**src/hdl/fsiu_pkg.sv**
```systemverilog
package fsiu_pkg;

  // ----------------------------------------------------------------
  // widths, source count and stack depth
  // ----------------------------------------------------------------
  localparam int PC_W   = 12;
  localparam int PTR_W  = 3;
  localparam int BANK_W = 4;
  localparam int PSW_W  = 5;
  localparam int RFA_W  = 7;
  localparam int NSRC   = 4;
  localparam int ISK_D  = 3;

  // ----------------------------------------------------------------
  // register file locations and fields
  // ----------------------------------------------------------------
  localparam logic [RFA_W-1:0] SERIAL_REQ_OFS = 7'h3B;
  localparam logic [RFA_W-1:0] TIMER_REQ_OFS  = 7'h3C;
  localparam logic [RFA_W-1:0] WATCH_REQ_OFS  = 7'h3D;
  localparam logic [RFA_W-1:0] EXT_REQ_OFS    = 7'h3E;
  localparam logic [RFA_W-1:0] ENABLE_OFS     = 7'h2F;
  localparam logic [RFA_W-1:0] PIN_LVL_OFS    = 7'h0F;
  localparam logic [RFA_W-1:0] WATCH_SEL_OFS  = 7'h03;
  localparam int REQ_BIT       = 3;
  localparam int PIN_LVL_BIT   = 0;
  localparam int WATCH_SEL_BIT = 2;

  // source index equals priority order, index 0 highest
  localparam int SRC_TIMER  = 0;
  localparam int SRC_EXT    = 1;
  localparam int SRC_WATCH  = 2;
  localparam int SRC_SERIAL = 3;

  // ----------------------------------------------------------------
  // vectors and reset values
  // ----------------------------------------------------------------
  localparam logic [PC_W-1:0] VEC_TIMER  = 12'h004;
  localparam logic [PC_W-1:0] VEC_EXT    = 12'h003;
  localparam logic [PC_W-1:0] VEC_WATCH  = 12'h002;
  localparam logic [PC_W-1:0] VEC_SERIAL = 12'h001;
  localparam logic [PTR_W-1:0] PTR_RST   = 3'h5;
  localparam logic [3:0]      NIB_RST    = 4'h0;

  // ----------------------------------------------------------------
  // carriers
  // ----------------------------------------------------------------
  typedef struct packed {
    logic             cyc_end;
    logic             table_read_op;
    logic             enable_interrupts_op;
    logic             mask_all_op;
    logic             return_from_handler_op;
    logic             branch_op;
    logic [PC_W-1:0]  branch_target;
    logic [PC_W-1:0]  pc;
    logic [BANK_W-1:0] bank;
    logic [PSW_W-1:0] psw;
  } fsiu_cpu_t;

  typedef struct packed {
    logic             load;
    logic [PC_W-1:0]  pc;
    logic [BANK_W-1:0] bank;
    logic             psw_load;
    logic [PSW_W-1:0] psw;
    logic             bank_load;
    logic             accept;
  } fsiu_ctl_t;

  typedef struct packed {
    logic             wr;
    logic             rd;
    logic [RFA_W-1:0] addr;
    logic [3:0]       wdata;
  } fsiu_rf_t;

endpackage

```
**src/hdl/fsiu_prio.sv**
```systemverilog
`timescale 1ns/1ns
`default_nettype none
module fsiu_prio
  import fsiu_pkg::*;
(
  input  wire logic [NSRC-1:0] eligible,
  output logic                 any,
  output logic [NSRC-1:0]      grant
);
  logic [NSRC:0] blocked;
  assign blocked[0] = 1'b0;
  // lowest index wins, one grant at most
  genvar g;
  generate
    for (g = 0; g < NSRC; g++)
    begin : g_chain
      assign grant[g]     = eligible[g] & ~blocked[g];
      assign blocked[g+1] = blocked[g] | eligible[g];
    end
  endgenerate
  assign any = blocked[NSRC];
endmodule
`default_nettype wire

```
**src/hdl/fsiu_top.sv**
```systemverilog
// How it works
// - four sources: timer 0004H, pin edge 0003H, watch 0002H, serial 0001H
// - simultaneous pending requests accepted highest priority first, priority 1 highest
// - mask-all and servicing block acceptance of any other interrupt
// - after enable-interrupts, no acceptance until the next instruction completes
// - request flag set by its source, cleared by hardware on service
// - each request has its own enable flag, 1 allows, 0 blocks
// - enable-interrupts sets master enable, mask-all clears it, never readable
// - reset clears master enable, all interrupts disabled
// - rising edge on external pin sets external request flag
// - timer match signal sets the timer request flag
// - watch timer request sets watch flag; interval select at 03H bit 2
// - end of serial transfer sets the serial request flag
// - readable pin-level flag mirrors external interrupt pin level
// - software writes request flags: 1 raises, 0 cancels
// - request and enable both set: service at end of that instruction cycle
// - during a table read, service waits until end of its second cycle
// - disabled source keeps its request pending until enabled
// - lower priority waits until higher priority processing finished
// - accept: stack pointer minus one, store pc or branch target there
// - accept: push bank and status flags on three-level stack, load vector
// - whole acceptance sequence done within one instruction cycle
// - return restores status flags, reloads pc from stack, stack pointer plus one
`timescale 1ns/1ns
`default_nettype none
module fsiu_top
  import fsiu_pkg::*;
(
  input  wire logic                clk,
  input  wire logic                rst_n,
  input  wire logic                clk_en,
  input  wire fsiu_pkg::fsiu_cpu_t cpu,
  input  wire fsiu_pkg::fsiu_rf_t  rf,
  input  wire logic                ext_pin,
  input  wire logic                timer_match,
  input  wire logic                watch_req,
  input  wire logic                serial_done,
  output logic [3:0]               rf_rdata,
  output fsiu_pkg::fsiu_ctl_t      ctl,
  output logic                     watch_interval_select
);
  import fsiu_pkg::*;

  // ----------------------------------------------------------------
  // state
  // ----------------------------------------------------------------
  typedef enum logic [1:0] {ST_RUN, ST_TBL2} fsiu_seq_t;

  fsiu_seq_t         seq_r;
  logic [NSRC-1:0]   req_r;
  logic [NSRC-1:0]   ena_r;
  logic              master_enable_flag_r;
  logic              enable_op_dly_r;
  logic              pin_d_r;
  logic              pin_lvl_r;
  logic [PTR_W-1:0]  stack_pointer_r;
  logic [PC_W-1:0]   address_stack [0:(1<<PTR_W)-1];
  logic [BANK_W+PSW_W-1:0] handler_status_stack [0:ISK_D-1];
  logic              wsel_r;
  logic [3:0]        rdata_nxt;
  fsiu_ctl_t         ctl_nxt;
  logic [NSRC-1:0]   src_set;
  logic [NSRC-1:0]   sw_wr;
  logic [NSRC-1:0]   eligible;
  logic [NSRC-1:0]   grant;
  logic              any_req;
  logic              boundary;
  logic              accept;
  logic              ret;
  logic [PC_W-1:0]   vec;
  logic [PTR_W-1:0]  stack_ptr_dec;

  // ----------------------------------------------------------------
  // source events and request flags
  // ----------------------------------------------------------------
  assign src_set[SRC_TIMER]  = timer_match;
  assign src_set[SRC_EXT]    = ext_pin & ~pin_d_r;
  assign src_set[SRC_WATCH]  = watch_req;
  assign src_set[SRC_SERIAL] = serial_done;

  assign sw_wr[SRC_TIMER]  = rf.wr && rf.addr == TIMER_REQ_OFS;
  assign sw_wr[SRC_EXT]    = rf.wr && rf.addr == EXT_REQ_OFS;
  assign sw_wr[SRC_WATCH]  = rf.wr && rf.addr == WATCH_REQ_OFS;
  assign sw_wr[SRC_SERIAL] = rf.wr && rf.addr == SERIAL_REQ_OFS;

  // pin sampling for edge detect and level flag
  always_ff @(posedge clk or negedge rst_n)
  begin
    if (!rst_n)
    begin
      pin_d_r   <= 1'b0;
      pin_lvl_r <= 1'b0;
    end
    else if (clk_en)
    begin
      pin_d_r   <= ext_pin;
      pin_lvl_r <= ext_pin;
    end
  end

  // per-source flag: source set wins over software or service clear
  genvar s;
  generate
    for (s = 0; s < NSRC; s++)
    begin : g_req
      always_ff @(posedge clk or negedge rst_n)
      begin
        if (!rst_n)
          req_r[s] <= 1'b0;
        else if (clk_en)
        begin
          if (src_set[s])
            req_r[s] <= 1'b1;
          else if (sw_wr[s])
            req_r[s] <= rf.wdata[REQ_BIT];
          else if (accept && grant[s])
            req_r[s] <= 1'b0;
        end
      end
    end
  endgenerate

  // ----------------------------------------------------------------
  // enable flags and watch interval select
  // ----------------------------------------------------------------
  always_ff @(posedge clk or negedge rst_n)
  begin
    if (!rst_n)
    begin
      ena_r  <= NIB_RST;
      wsel_r <= 1'b0;
    end
    else if (clk_en)
    begin
      if (rf.wr && rf.addr == ENABLE_OFS)
        ena_r <= rf.wdata;
      if (rf.wr && rf.addr == WATCH_SEL_OFS)
        wsel_r <= rf.wdata[WATCH_SEL_BIT];
    end
  end

  // ----------------------------------------------------------------
  // master enable and enable-interrupts delay
  // ----------------------------------------------------------------
  always_ff @(posedge clk or negedge rst_n)
  begin
    if (!rst_n)
    begin
      master_enable_flag_r <= 1'b0;
      enable_op_dly_r      <= 1'b0;
    end
    else if (clk_en && cpu.cyc_end)
    begin
      if (accept)
        master_enable_flag_r <= 1'b0;
      else if (cpu.mask_all_op)
        master_enable_flag_r <= 1'b0;
      else if (cpu.enable_interrupts_op)
        master_enable_flag_r <= 1'b1;
      enable_op_dly_r <= cpu.enable_interrupts_op;
    end
  end

  // ----------------------------------------------------------------
  // table-read sequencing
  // ----------------------------------------------------------------
  always_ff @(posedge clk or negedge rst_n)
  begin
    if (!rst_n)
      seq_r <= ST_RUN;
    else if (clk_en && cpu.cyc_end)
    begin
      case (seq_r)
        ST_RUN:
          if (cpu.table_read_op)
            seq_r <= ST_TBL2;
        ST_TBL2:
          seq_r <= ST_RUN;
        default:
          seq_r <= ST_RUN;
      endcase
    end
  end

  // ----------------------------------------------------------------
  // acceptance decision
  // ----------------------------------------------------------------
  assign eligible = req_r & ena_r;
  assign boundary = cpu.cyc_end &&
                    !(seq_r == ST_RUN && cpu.table_read_op);
  assign accept   = any_req && boundary && master_enable_flag_r
                    && !enable_op_dly_r && !cpu.return_from_handler_op
                    && !cpu.mask_all_op;
  assign ret      = cpu.cyc_end && cpu.return_from_handler_op;
  assign stack_ptr_dec = stack_pointer_r - 3'h1;

  fsiu_prio u_prio (
    .eligible (eligible),
    .any      (any_req),
    .grant    (grant)
  );

  // vector by granted source
  always_comb
  begin
    vec = VEC_SERIAL;
    if (grant[SRC_TIMER])
      vec = VEC_TIMER;
    else if (grant[SRC_EXT])
      vec = VEC_EXT;
    else if (grant[SRC_WATCH])
      vec = VEC_WATCH;
  end

  // ----------------------------------------------------------------
  // stacks
  // ----------------------------------------------------------------
  always_ff @(posedge clk or negedge rst_n)
  begin
    if (!rst_n)
    begin
      stack_pointer_r <= PTR_RST;
    end
    else if (clk_en)
    begin
      if (accept)
      begin
        stack_pointer_r <= stack_ptr_dec;
      end
      else if (ret)
      begin
        stack_pointer_r <= stack_pointer_r + 3'h1;
      end
    end
  end

  // address stack entry picked by decremented pointer
  always_ff @(posedge clk)
  begin
    if (clk_en && accept)
      address_stack[stack_ptr_dec] <= cpu.branch_op ? cpu.branch_target : cpu.pc;
  end

  // three-level shift stack of bank and status flags
  always_ff @(posedge clk)
  begin
    if (clk_en && accept)
    begin
      handler_status_stack[0] <= {cpu.bank, cpu.psw};
      handler_status_stack[1] <= handler_status_stack[0];
      handler_status_stack[2] <= handler_status_stack[1];
    end
    else if (clk_en && ret)
    begin
      handler_status_stack[0] <= handler_status_stack[1];
      handler_status_stack[1] <= handler_status_stack[2];
    end
  end

  // ----------------------------------------------------------------
  // control to the sequencer, one cycle after the deciding edge
  // ----------------------------------------------------------------
  always_comb
  begin
    ctl_nxt        = '0;
    ctl_nxt.accept = accept;
    if (accept)
    begin
      ctl_nxt.load = 1'b1;
      ctl_nxt.pc   = vec;
    end
    else if (ret)
    begin
      ctl_nxt.load      = 1'b1;
      ctl_nxt.pc        = address_stack[stack_pointer_r];
      ctl_nxt.psw_load  = 1'b1;
      ctl_nxt.psw       = handler_status_stack[0][PSW_W-1:0];
      ctl_nxt.bank_load = 1'b1;
      ctl_nxt.bank      = handler_status_stack[0][BANK_W+PSW_W-1:PSW_W];
    end
  end

  always_ff @(posedge clk or negedge rst_n)
  begin
    if (!rst_n)
      ctl <= '0;
    else if (clk_en)
      ctl <= ctl_nxt;
  end

  // ----------------------------------------------------------------
  // register read port
  // ----------------------------------------------------------------
  always_comb
  begin
    rdata_nxt = NIB_RST;
    if (rf.addr == SERIAL_REQ_OFS)
      rdata_nxt[REQ_BIT] = req_r[SRC_SERIAL];
    else if (rf.addr == TIMER_REQ_OFS)
      rdata_nxt[REQ_BIT] = req_r[SRC_TIMER];
    else if (rf.addr == WATCH_REQ_OFS)
      rdata_nxt[REQ_BIT] = req_r[SRC_WATCH];
    else if (rf.addr == EXT_REQ_OFS)
      rdata_nxt[REQ_BIT] = req_r[SRC_EXT];
    else if (rf.addr == ENABLE_OFS)
      rdata_nxt = ena_r;
    else if (rf.addr == PIN_LVL_OFS)
      rdata_nxt[PIN_LVL_BIT] = pin_lvl_r;
    else if (rf.addr == WATCH_SEL_OFS)
      rdata_nxt[WATCH_SEL_BIT] = wsel_r;
  end

  always_ff @(posedge clk or negedge rst_n)
  begin
    if (!rst_n)
    begin
      rf_rdata              <= NIB_RST;
      watch_interval_select <= 1'b0;
    end
    else if (clk_en)
    begin
      if (rf.rd)
        rf_rdata <= rdata_nxt;
      watch_interval_select <= wsel_r;
    end
  end

  // ----------------------------------------------------------------
  // checks
  // ----------------------------------------------------------------
  timer_first_a: assert property (@(posedge clk) disable iff (!rst_n)
    clk_en && accept && req_r[SRC_TIMER] && ena_r[SRC_TIMER]
    |=> ctl.pc == VEC_TIMER)
    else $error("timer not given priority");
  no_accept_off_a: assert property (@(posedge clk) disable iff (!rst_n)
    !master_enable_flag_r |-> !accept)
    else $error("accepted while master enable clear");
  ei_delay_a: assert property (@(posedge clk) disable iff (!rst_n)
    clk_en && cpu.cyc_end && enable_op_dly_r |-> !accept)
    else $error("accepted right after enable");
  clear_service_a: assert property (@(posedge clk) disable iff (!rst_n)
    clk_en && accept && grant[SRC_SERIAL] && !src_set[SRC_SERIAL] && !sw_wr[SRC_SERIAL]
    |=> !req_r[SRC_SERIAL])
    else $error("serviced flag not cleared");
  disabled_block_a: assert property (@(posedge clk) disable iff (!rst_n)
    accept |-> (req_r & ena_r) != 4'h0)
    else $error("accepted without enabled request");
  edge_set_a: assert property (@(posedge clk) disable iff (!rst_n)
    clk_en && ext_pin && !pin_d_r |=> req_r[SRC_EXT])
    else $error("pin edge lost");
  accept_mask_a: assert property (@(posedge clk) disable iff (!rst_n)
    clk_en && accept |=> !master_enable_flag_r ##1 !accept)
    else $error("master enable kept after accept");
  table_defer_a: assert property (@(posedge clk) disable iff (!rst_n)
    seq_r == ST_RUN && cpu.table_read_op |-> !accept)
    else $error("accepted mid table read");
  sp_push_a: assert property (@(posedge clk) disable iff (!rst_n)
    clk_en && accept |=> stack_pointer_r == $past(stack_pointer_r) - 3'h1)
    else $error("pointer not decremented");
endmodule
`default_nettype wire

```
**config.mk**
```make
export PLATFORM = sky130hd
export DESIGN_NAME = fsiu_top
export DESIGN_NICKNAME = d
export VERILOG_FILES = /design/src/hdl/fsiu_pkg.sv /design/src/hdl/fsiu_prio.sv /design/src/hdl/fsiu_top.sv
export SDC_FILE = /design/constraint.sdc
export NUM_CORES = 1
export LEC_CHECK = 0
export BUFFER_PORTS_ARGS = -buffer_cell sky130_fd_sc_hd__buf_2
export CORE_MARGIN = 2
export CORE_UTILIZATION = 52
export CTS_CLUSTER_SIZE = 12
export DETAILED_ROUTE_END_ITERATION = 8
export PLACE_DENSITY = 0.76
export SYNTH_ARGS = -nofsm -noshare
export SYNTH_HDL_FRONTEND = slang
export SYNTH_SLANG_ARGS = --single-unit
export TNS_END_PERCENT = 100
```
**constraint.sdc**
```tcl
create_clock -name clk -period 2.6 [get_ports clk]
set_input_delay 0 -clock clk [delete_from_list [all_inputs] [get_ports clk]]
set_output_delay 0 -clock clk [all_outputs]
set_load 0.05 [all_outputs]
```
**Yosys cells after proc, flatten, opt, wreduce, memory -nomap -nowiden**

Memories as Yosys holds them, arrays and structs flattened.
Cells that the tools add are included.

- Add/subtract/negate cells: 2
- Equality and inequality tests: 8
- Multiplexer cells: 48
- Bitwise logic cells: 14
- Reductions and logical operators: 42

Operators with widths:

| cell | number |
|---|---|
| 7-bit by 6-bit == test with 1-bit output, second input constant | 5 |
| 1-bit 2-to-1 mux | 31 |
| 24-bit 2-to-1 mux | 1 |
| 1-bit logical AND | 21 |
| 3-bit 2-to-1 mux | 7 |
| 2-bit AND reduction | 10 |
| 9-bit 2-to-1 mux | 2 |
| 3-bit nonzero test | 5 |
| 13-bit 2-to-1 mux | 1 |
| 12-bit 2-to-1 mux | 1 |
| 11-bit 2-to-1 mux | 1 |
| 2-bit 2-to-1 mux | 4 |
| 7-bit by 2-bit == test with 1-bit output, second input constant | 1 |
| 7-bit by 4-bit == test with 1-bit output, second input constant | 1 |
| 1-bit OR | 5 |
| 1-bit bitwise AND | 4 |
| 4-bit bitwise AND | 1 |
| 1-bit logical NOT | 4 |
| 1-bit NOT | 4 |
| 3-bit by 1-bit adder with 3-bit output, second input constant | 1 |
| 3-bit by 1-bit subtractor with 3-bit output, second input constant | 1 |
| 2-bit logical NOT | 1 |
| 2-bit != test, second input constant | 1 |
| 2-bit nonzero test | 1 |

- Bits in registers: 47
- Memory bits (writable): 123
- Input port bits: 59
- Output and inout port bits: 30
- Word-level logic and storage cells: 136
- Memories: 2

Memories:

| name | words | width | rd ports | clocked after memory_dff | wr ports | line | RTL |
|---|---|---|---|---|---|---|---|
| address_stack | 8 | 12 | 1 | 0 | 1 | fsiu_top.sv:57 | `logic [PC_W-1:0] address_stack [0:(1<<PTR_W)-1];` |
| handler_status_stack | 3 | 9 | 3 | 0 | 3 | fsiu_top.sv:58 | `logic [BANK_W+PSW_W-1:0] handler_status_stack [0:ISK_D-1];` |

**Logic depth before layout (Yosys ltp)**

- Depth after elaboration: 13
- Mapped depth: 7
- Depth with buffers taken out: 5

**Cells and area by module**

Synthesis repeated with hierarchy kept, for this count alone.

- Cell total of the unflattened synthesis: 502
- Area, all modules: 7028.0 um2

By module, submodules not included:

| module | times used | cells an instance | area each (um2) | sequential area each (um2) |
|---|---|---|---|---|
| fsiu_top | 1 | 497 | 6990.5 | 4822.1 |
| fsiu_prio | 1 | 5 | 37.5 | 0.0 |

**Least setup slack after synthesis**

No wires, ideal clock.

- Path kind: register to register
- Start: reg stack_pointer_r[1]
- End: mem address_stack[3][0] (enable)
- Library setup time: 0.412 ns
- Arrival time: 2.452 ns
- Data required time: 2.188 ns
- Slack: -0.265 ns
- Stages on the path, launching flop included: 6
- Path buffers: 2
- Clock period less this slack: 2.865 ns
- Path through: dfrtp_1 -> clkbuf_1 -> buf_2 -> inv_1 -> ha_1 -> nor4_1

- Cells in the longest elaborated chain, start to end: 1

Ends and longest elaborated chain:

| element | line | RTL |
|---|---|---|
| start, declared | fsiu_top.sv:56 | `logic [PTR_W-1:0] stack_pointer_r;` |
| start signal, assigned | fsiu_top.sv:228 | `stack_pointer_r <= stack_ptr_dec;` |
| start signal, assigned | fsiu_top.sv:232 | `stack_pointer_r <= stack_pointer_r + 3'h1;` |
| 3-bit by 1-bit subtractor with 3-bit output | fsiu_top.sv:195 | `assign stack_ptr_dec = stack_pointer_r - 3'h1;` |
| end, declared | fsiu_top.sv:57 |  |

No other way between the ends.

**Final worst setup path**

- Start: in rf[7] in the netlist's numbering
- End: reg req_r[0]

- Cells in the longest elaborated chain, start to end: 4
- Elaborated cells on any way between the ends: 6
- Those cells by class: 1 x eq/ne; 2 x mux; 3 x reduce/logical

Ends and longest elaborated chain:

| element | line | RTL |
|---|---|---|
| start, declared | fsiu_top.sv:33 | `input wire fsiu_pkg::fsiu_rf_t rf,` |
| 7-bit by 6-bit == test with 1-bit output * | fsiu_top.sv:81 | `assign sw_wr[SRC_TIMER] = rf.wr && rf.addr == TIMER_REQ_OFS;` |
| 1-bit logical AND * | fsiu_top.sv:81 |  |
| 3-bit nonzero test (no line) or 1-bit 2-to-1 mux (tied branches) | n/a |  |
| 2-bit AND reduction (no line) or 1-bit 2-to-1 mux (tied branches) | n/a |  |
| end signal, assigned by index | fsiu_top.sv:115 | `req_r[s] <= rf.wdata[REQ_BIT];` |
| end, declared | fsiu_top.sv:50 | `logic [NSRC-1:0] req_r;` |

Mark *: on every way between the ends. The rest lies on a longest branch, timed or not.
A chain may end at the register's enable or synchronous reset.

==> results.yml <==
global_route:
  grt_max_degree: 52
  overflow: 0
  antenna_found_initial: 0
  grt_pass1_wl_microns: 24920
  first_global_vias: 4792
  track_usage_pct: 22.86
pwr:
  power.density_nw_per_um2: 786.4
  p_comb_share_pct: 17.8
  net-switching-power_uw: 1887
  p_leak_uw: 0.003347
  swShare_pct: 27.69
  clock_power_share_pct: 36.5
  pwr-share-seq_pct: 45.7
  p_int_uw: 4927
  ir_drop_mv: 0.4599
critical_path:
  r2r_slack_ns: 0.24
  critPathMaxStageDelay_ns: 0.55
  startpoint_type: "primary input"
  cp_max_fo: 7
  path_delay_family: "buffers and inverters"
  crit_type: "primary input to flip-flop"
  path_buf_inv: 4
  critPathSlowestCell: "dlygate4sd3_1"
  cp_cell_sequence: "dlygate4sd3_1 -> buf_2 -> nand4b_1 -> nor4b_2 -> a31o_2 -> dlygate4sd3_1 -> a32o_1 -> dlygate4sd3_1"
  cpMostUsedCell: "dlygate4sd3_1"
  end_kind: "flip-flop"
  crit_required_ns: 2.96
  crit_arrival_ns: 2.79
clock_tree:
  cts_setup_buffers: 0
  cts_resized: 0
  clock-root-buffer: "clkbuf_16"
  clk_pin_slew_worst_paths_ns: 0.06
  htreeDepth: 4
  clock-sinks: 168
  cts_tree: "done"
  postCtsHoldBufs: 33
  clk_latency_ns: 0.43
  cts_made_buffers: 17
  cts_buffer_depth: 2
logic_synthesis:
  synth_area_leaders: "edfxtp_1 (52%), dfrtp_1 (15%), mux2i_1 (6.8%), nand2_1 (4.4%), a22oi_1 (2.6%)"
  synth.avg_cell_area_sq_um: 13.53
  synth_mux_area_share_pct: 9.991
  synth_compound_area_share_pct: 6.997
  synth_top_family_by_area: "simple AND/OR/NAND/NOR gates"
  yosysWarnings: 0
  async_flop_share_pct: 26.79
  syn_area_sq_um: 7063
  synth_top_cell_area_share_pct: 52.29
  yosys.area_share.simple_pct: 10.82
  synthFlopType: "edfxtp_1"
  synth_cells: 522
  synth_largest_area_cell: "edfxtp_1"
  synth_fa_ha_area_share_pct: 0.3543
  synth_xor_area_share_pct: 0.4960
  synth_edf_count: 123
  synth_cell_types: 49
  syn_nets: 583
  yosysSeqAreaShare_pct: 68.27
  synth_seq_cells: 168
timing:
  worstMarginPinSlew_ns: 0.8491
  fin_hold_ws_ns: 0.006218
  finalSetupViolations: 0
  rsz0062_at_grt: "no"
  drv_slew: 0
  max_freq_mhz: 411.2
  finClkSkew_ns: 0.007219
  hold_violations: 0
  maxSlewHeadroom_pct: 43.39
  fin_ws_ns: 0.1679
  min_period_ns: 2.432
  fin_crit_sh_pct: 93.54
layout:
  area_growth_pct: 22.69
  n_antenna_cell: 0
  layout-drive-gt1-share_pct: 24.51
  nNetsFinal: 713
  finalNonFillerCells: 841
floorplanning:
  start_util_pct: 53.34
  io_pins: 89
  rows: 42
  core-area_sq_um: 13240
  dieHeight_microns: 120.5
  dieArea_sq_um: 14530
  die_w_microns: 120.5
route:
  ant_nets: 0
  viasPerCell: 5.593
  wl_per_cell_microns: 18.54
  drc_errors: 0
  wl_microns: 15600
  vias: 4704
  first_pass_iters: 9
  drt_iter0_drc: 495
outcome:
  status: "complete, no violations"
placed_design:
  io_buffers: 88
  gp_congestion: 0.8634
  dp_slack_ns: 0.4025
  hpwl_microns: 9930
  dp.cells: 776
job:
  drv_cap: 0
min_path:
  min_path_type: "primary input to flip-flop"
-- state kept, by name, indices dropped and copies added, names as in the netlist --
register               count
rf_rdata                   4
address_stack             96
ena_r                      4
master_enable_flag_r       1
req_r                      4
seq_r                      1
handler_status_stack      27
pin_lvl_r                  1
watch_interval_select      1
stack_pointer_r            3
ctl                       24
enable_op_dly_r            1
wsel_r                     1
-- area by class of cell --
cell class / count / area (sq um)
Sequential cell: 168 / 4823
Clock inverter: 15 / 157.7
Multi-Input combinational cell: 301 / 2047
Clock buffer: 17 / 425.4
Inverter: 27 / 101.3
Timing Repair Buffer: 137 / 890.9
Tap cell: 176 / 220.2
Fill cell: 993 / 4577
-- placed cells by master (no fill, tap or decap), drive strengths merged, types with 2 or more instances in the layout --
cell         synthesis  routed
nand3               17      17
nor4b                2       2
bufinv               0       3
inv                 27      29
ha                   2       2
o21ai               29      29
a22o                 3       3
a211oi               2       2
nand3b               3       3
nand4                3       3
nand4b               4       4
nor2b                6       6
mux2                20      20
o31ai                2       2
a31oi                2       2
nand2b               3       3
nor2                 6       6
dfrtp               43      43
a21o                 2       2
and3                 4       4
clkbuf              15      17
dlygate4sd3          0      33
a32o                 2       2
nand2               83      83
a22oi               24      24
clkinv               0       9
nor3                 9       9
mux2i               48      48
edfxtp             123     123
buf                 11     104
dfstp                2       2
xnor2                3       3
nor4                 6       6
a21oi                4       4
nand4bb              2       2
-- through the flow --
step	cell area [sq um]	utilization, %	total power [uW]	TNS (ns)
4_1_cts	8666	65.44	6842	0
3_3_place_gp	7752	58.54	4290	0
6_report	8666	65.44	6815	0
2_1_floorplan	7073	-	3943	-7.500
5_1_grt	8666	65.44	7062	0
3_5_place_dp	7752	58.54	4321	0
-- worst paths after layout --
check	cells after the start	from	to
min in group asynchronous	2	rst_n	rf_rdata[2]$_DFFE_PN0P_
worst min-delay path	2	cpu[10]	address_stack[7][1]$_DFFE_PP_
worst max-delay path	8	rf[7]	req_r[0]$_DFFE_PN0P_
max in group asynchronous	3	rst_n	stack_pointer_r[2]$_DFFE_PN1P_
worst min register to register	0	handler_status_stack[0][11]$_DFFE_PP_	handler_status_stack[1][2]$_DFFE_PP_
worst max register to register	6	stack_pointer_r[0]$_DFFE_PN1P_	stack_pointer_r[1]$_DFFE_PN0P_
-- metal layers --
| metal | share of wire, % | global-route usage (%) | vias to the layer above |
|---|---|---|---|
| li1 | - | - | 2192 |
| met1 | 42 | 29.35 | 2321 |
| met2 | 51 | 37.75 | 165 |
| met3 | 4.4 | 4.670 | 26 |
| met4 | 2.6 | 10.17 | 0 |
| met5 | 0 | 0 | - |
-- worst reg2reg max path: stages (launching register included) --
cell and delay [ns]:
dfstp_2 0.70, inv_1 0.08, ha_1 0.44, nand4b_1 0.16
dlygate4sd3_1 0.54, o21ai_0 0.08, nor3b_1 0.25
-- cells by family after synthesis --
group | after synthesis
XOR/XNOR | 4
flip-flops | 168
AND/OR/NAND/NOR | 152
AO/OA/AOI/OAI | 75
multiplexers | 68
adder cells (fa/ha/maj) | 2
buffers and inverters | 53
-- power by group through the flow --
stage	Clock [uW]	Combinational [uW]	Sequential [uW]
floorplan	0	653	3290
global placement	0	1130	3160
detailed placement	0	1160	3160
CTS	2520	1210	3110
global route	2620	1320	3130
finish	2480	1220	3110
-- cells in the mapped netlist, types with 3 or more instances --
cell type / count
nor4_1: 6
a22oi_1: 24
nand3_1: 17
nand2_1: 83
clkbuf_1: 15
o21ai_0: 27
mux2_2: 16
mux2i_1: 48
nor2b_1: 6
edfxtp_1: 123
buf_2: 8
dfrtp_1: 43
nor3_1: 8
a22o_1: 3
inv_1: 27
and3_1: 3
nor2_1: 5
nand4b_1: 4
nand4_1: 3
a21oi_1: 4
nand3b_1: 3
xnor2_1: 3
nand2b_1: 3
mux2_1: 4
No activity file was read; power rests on OpenSTA's default activity.
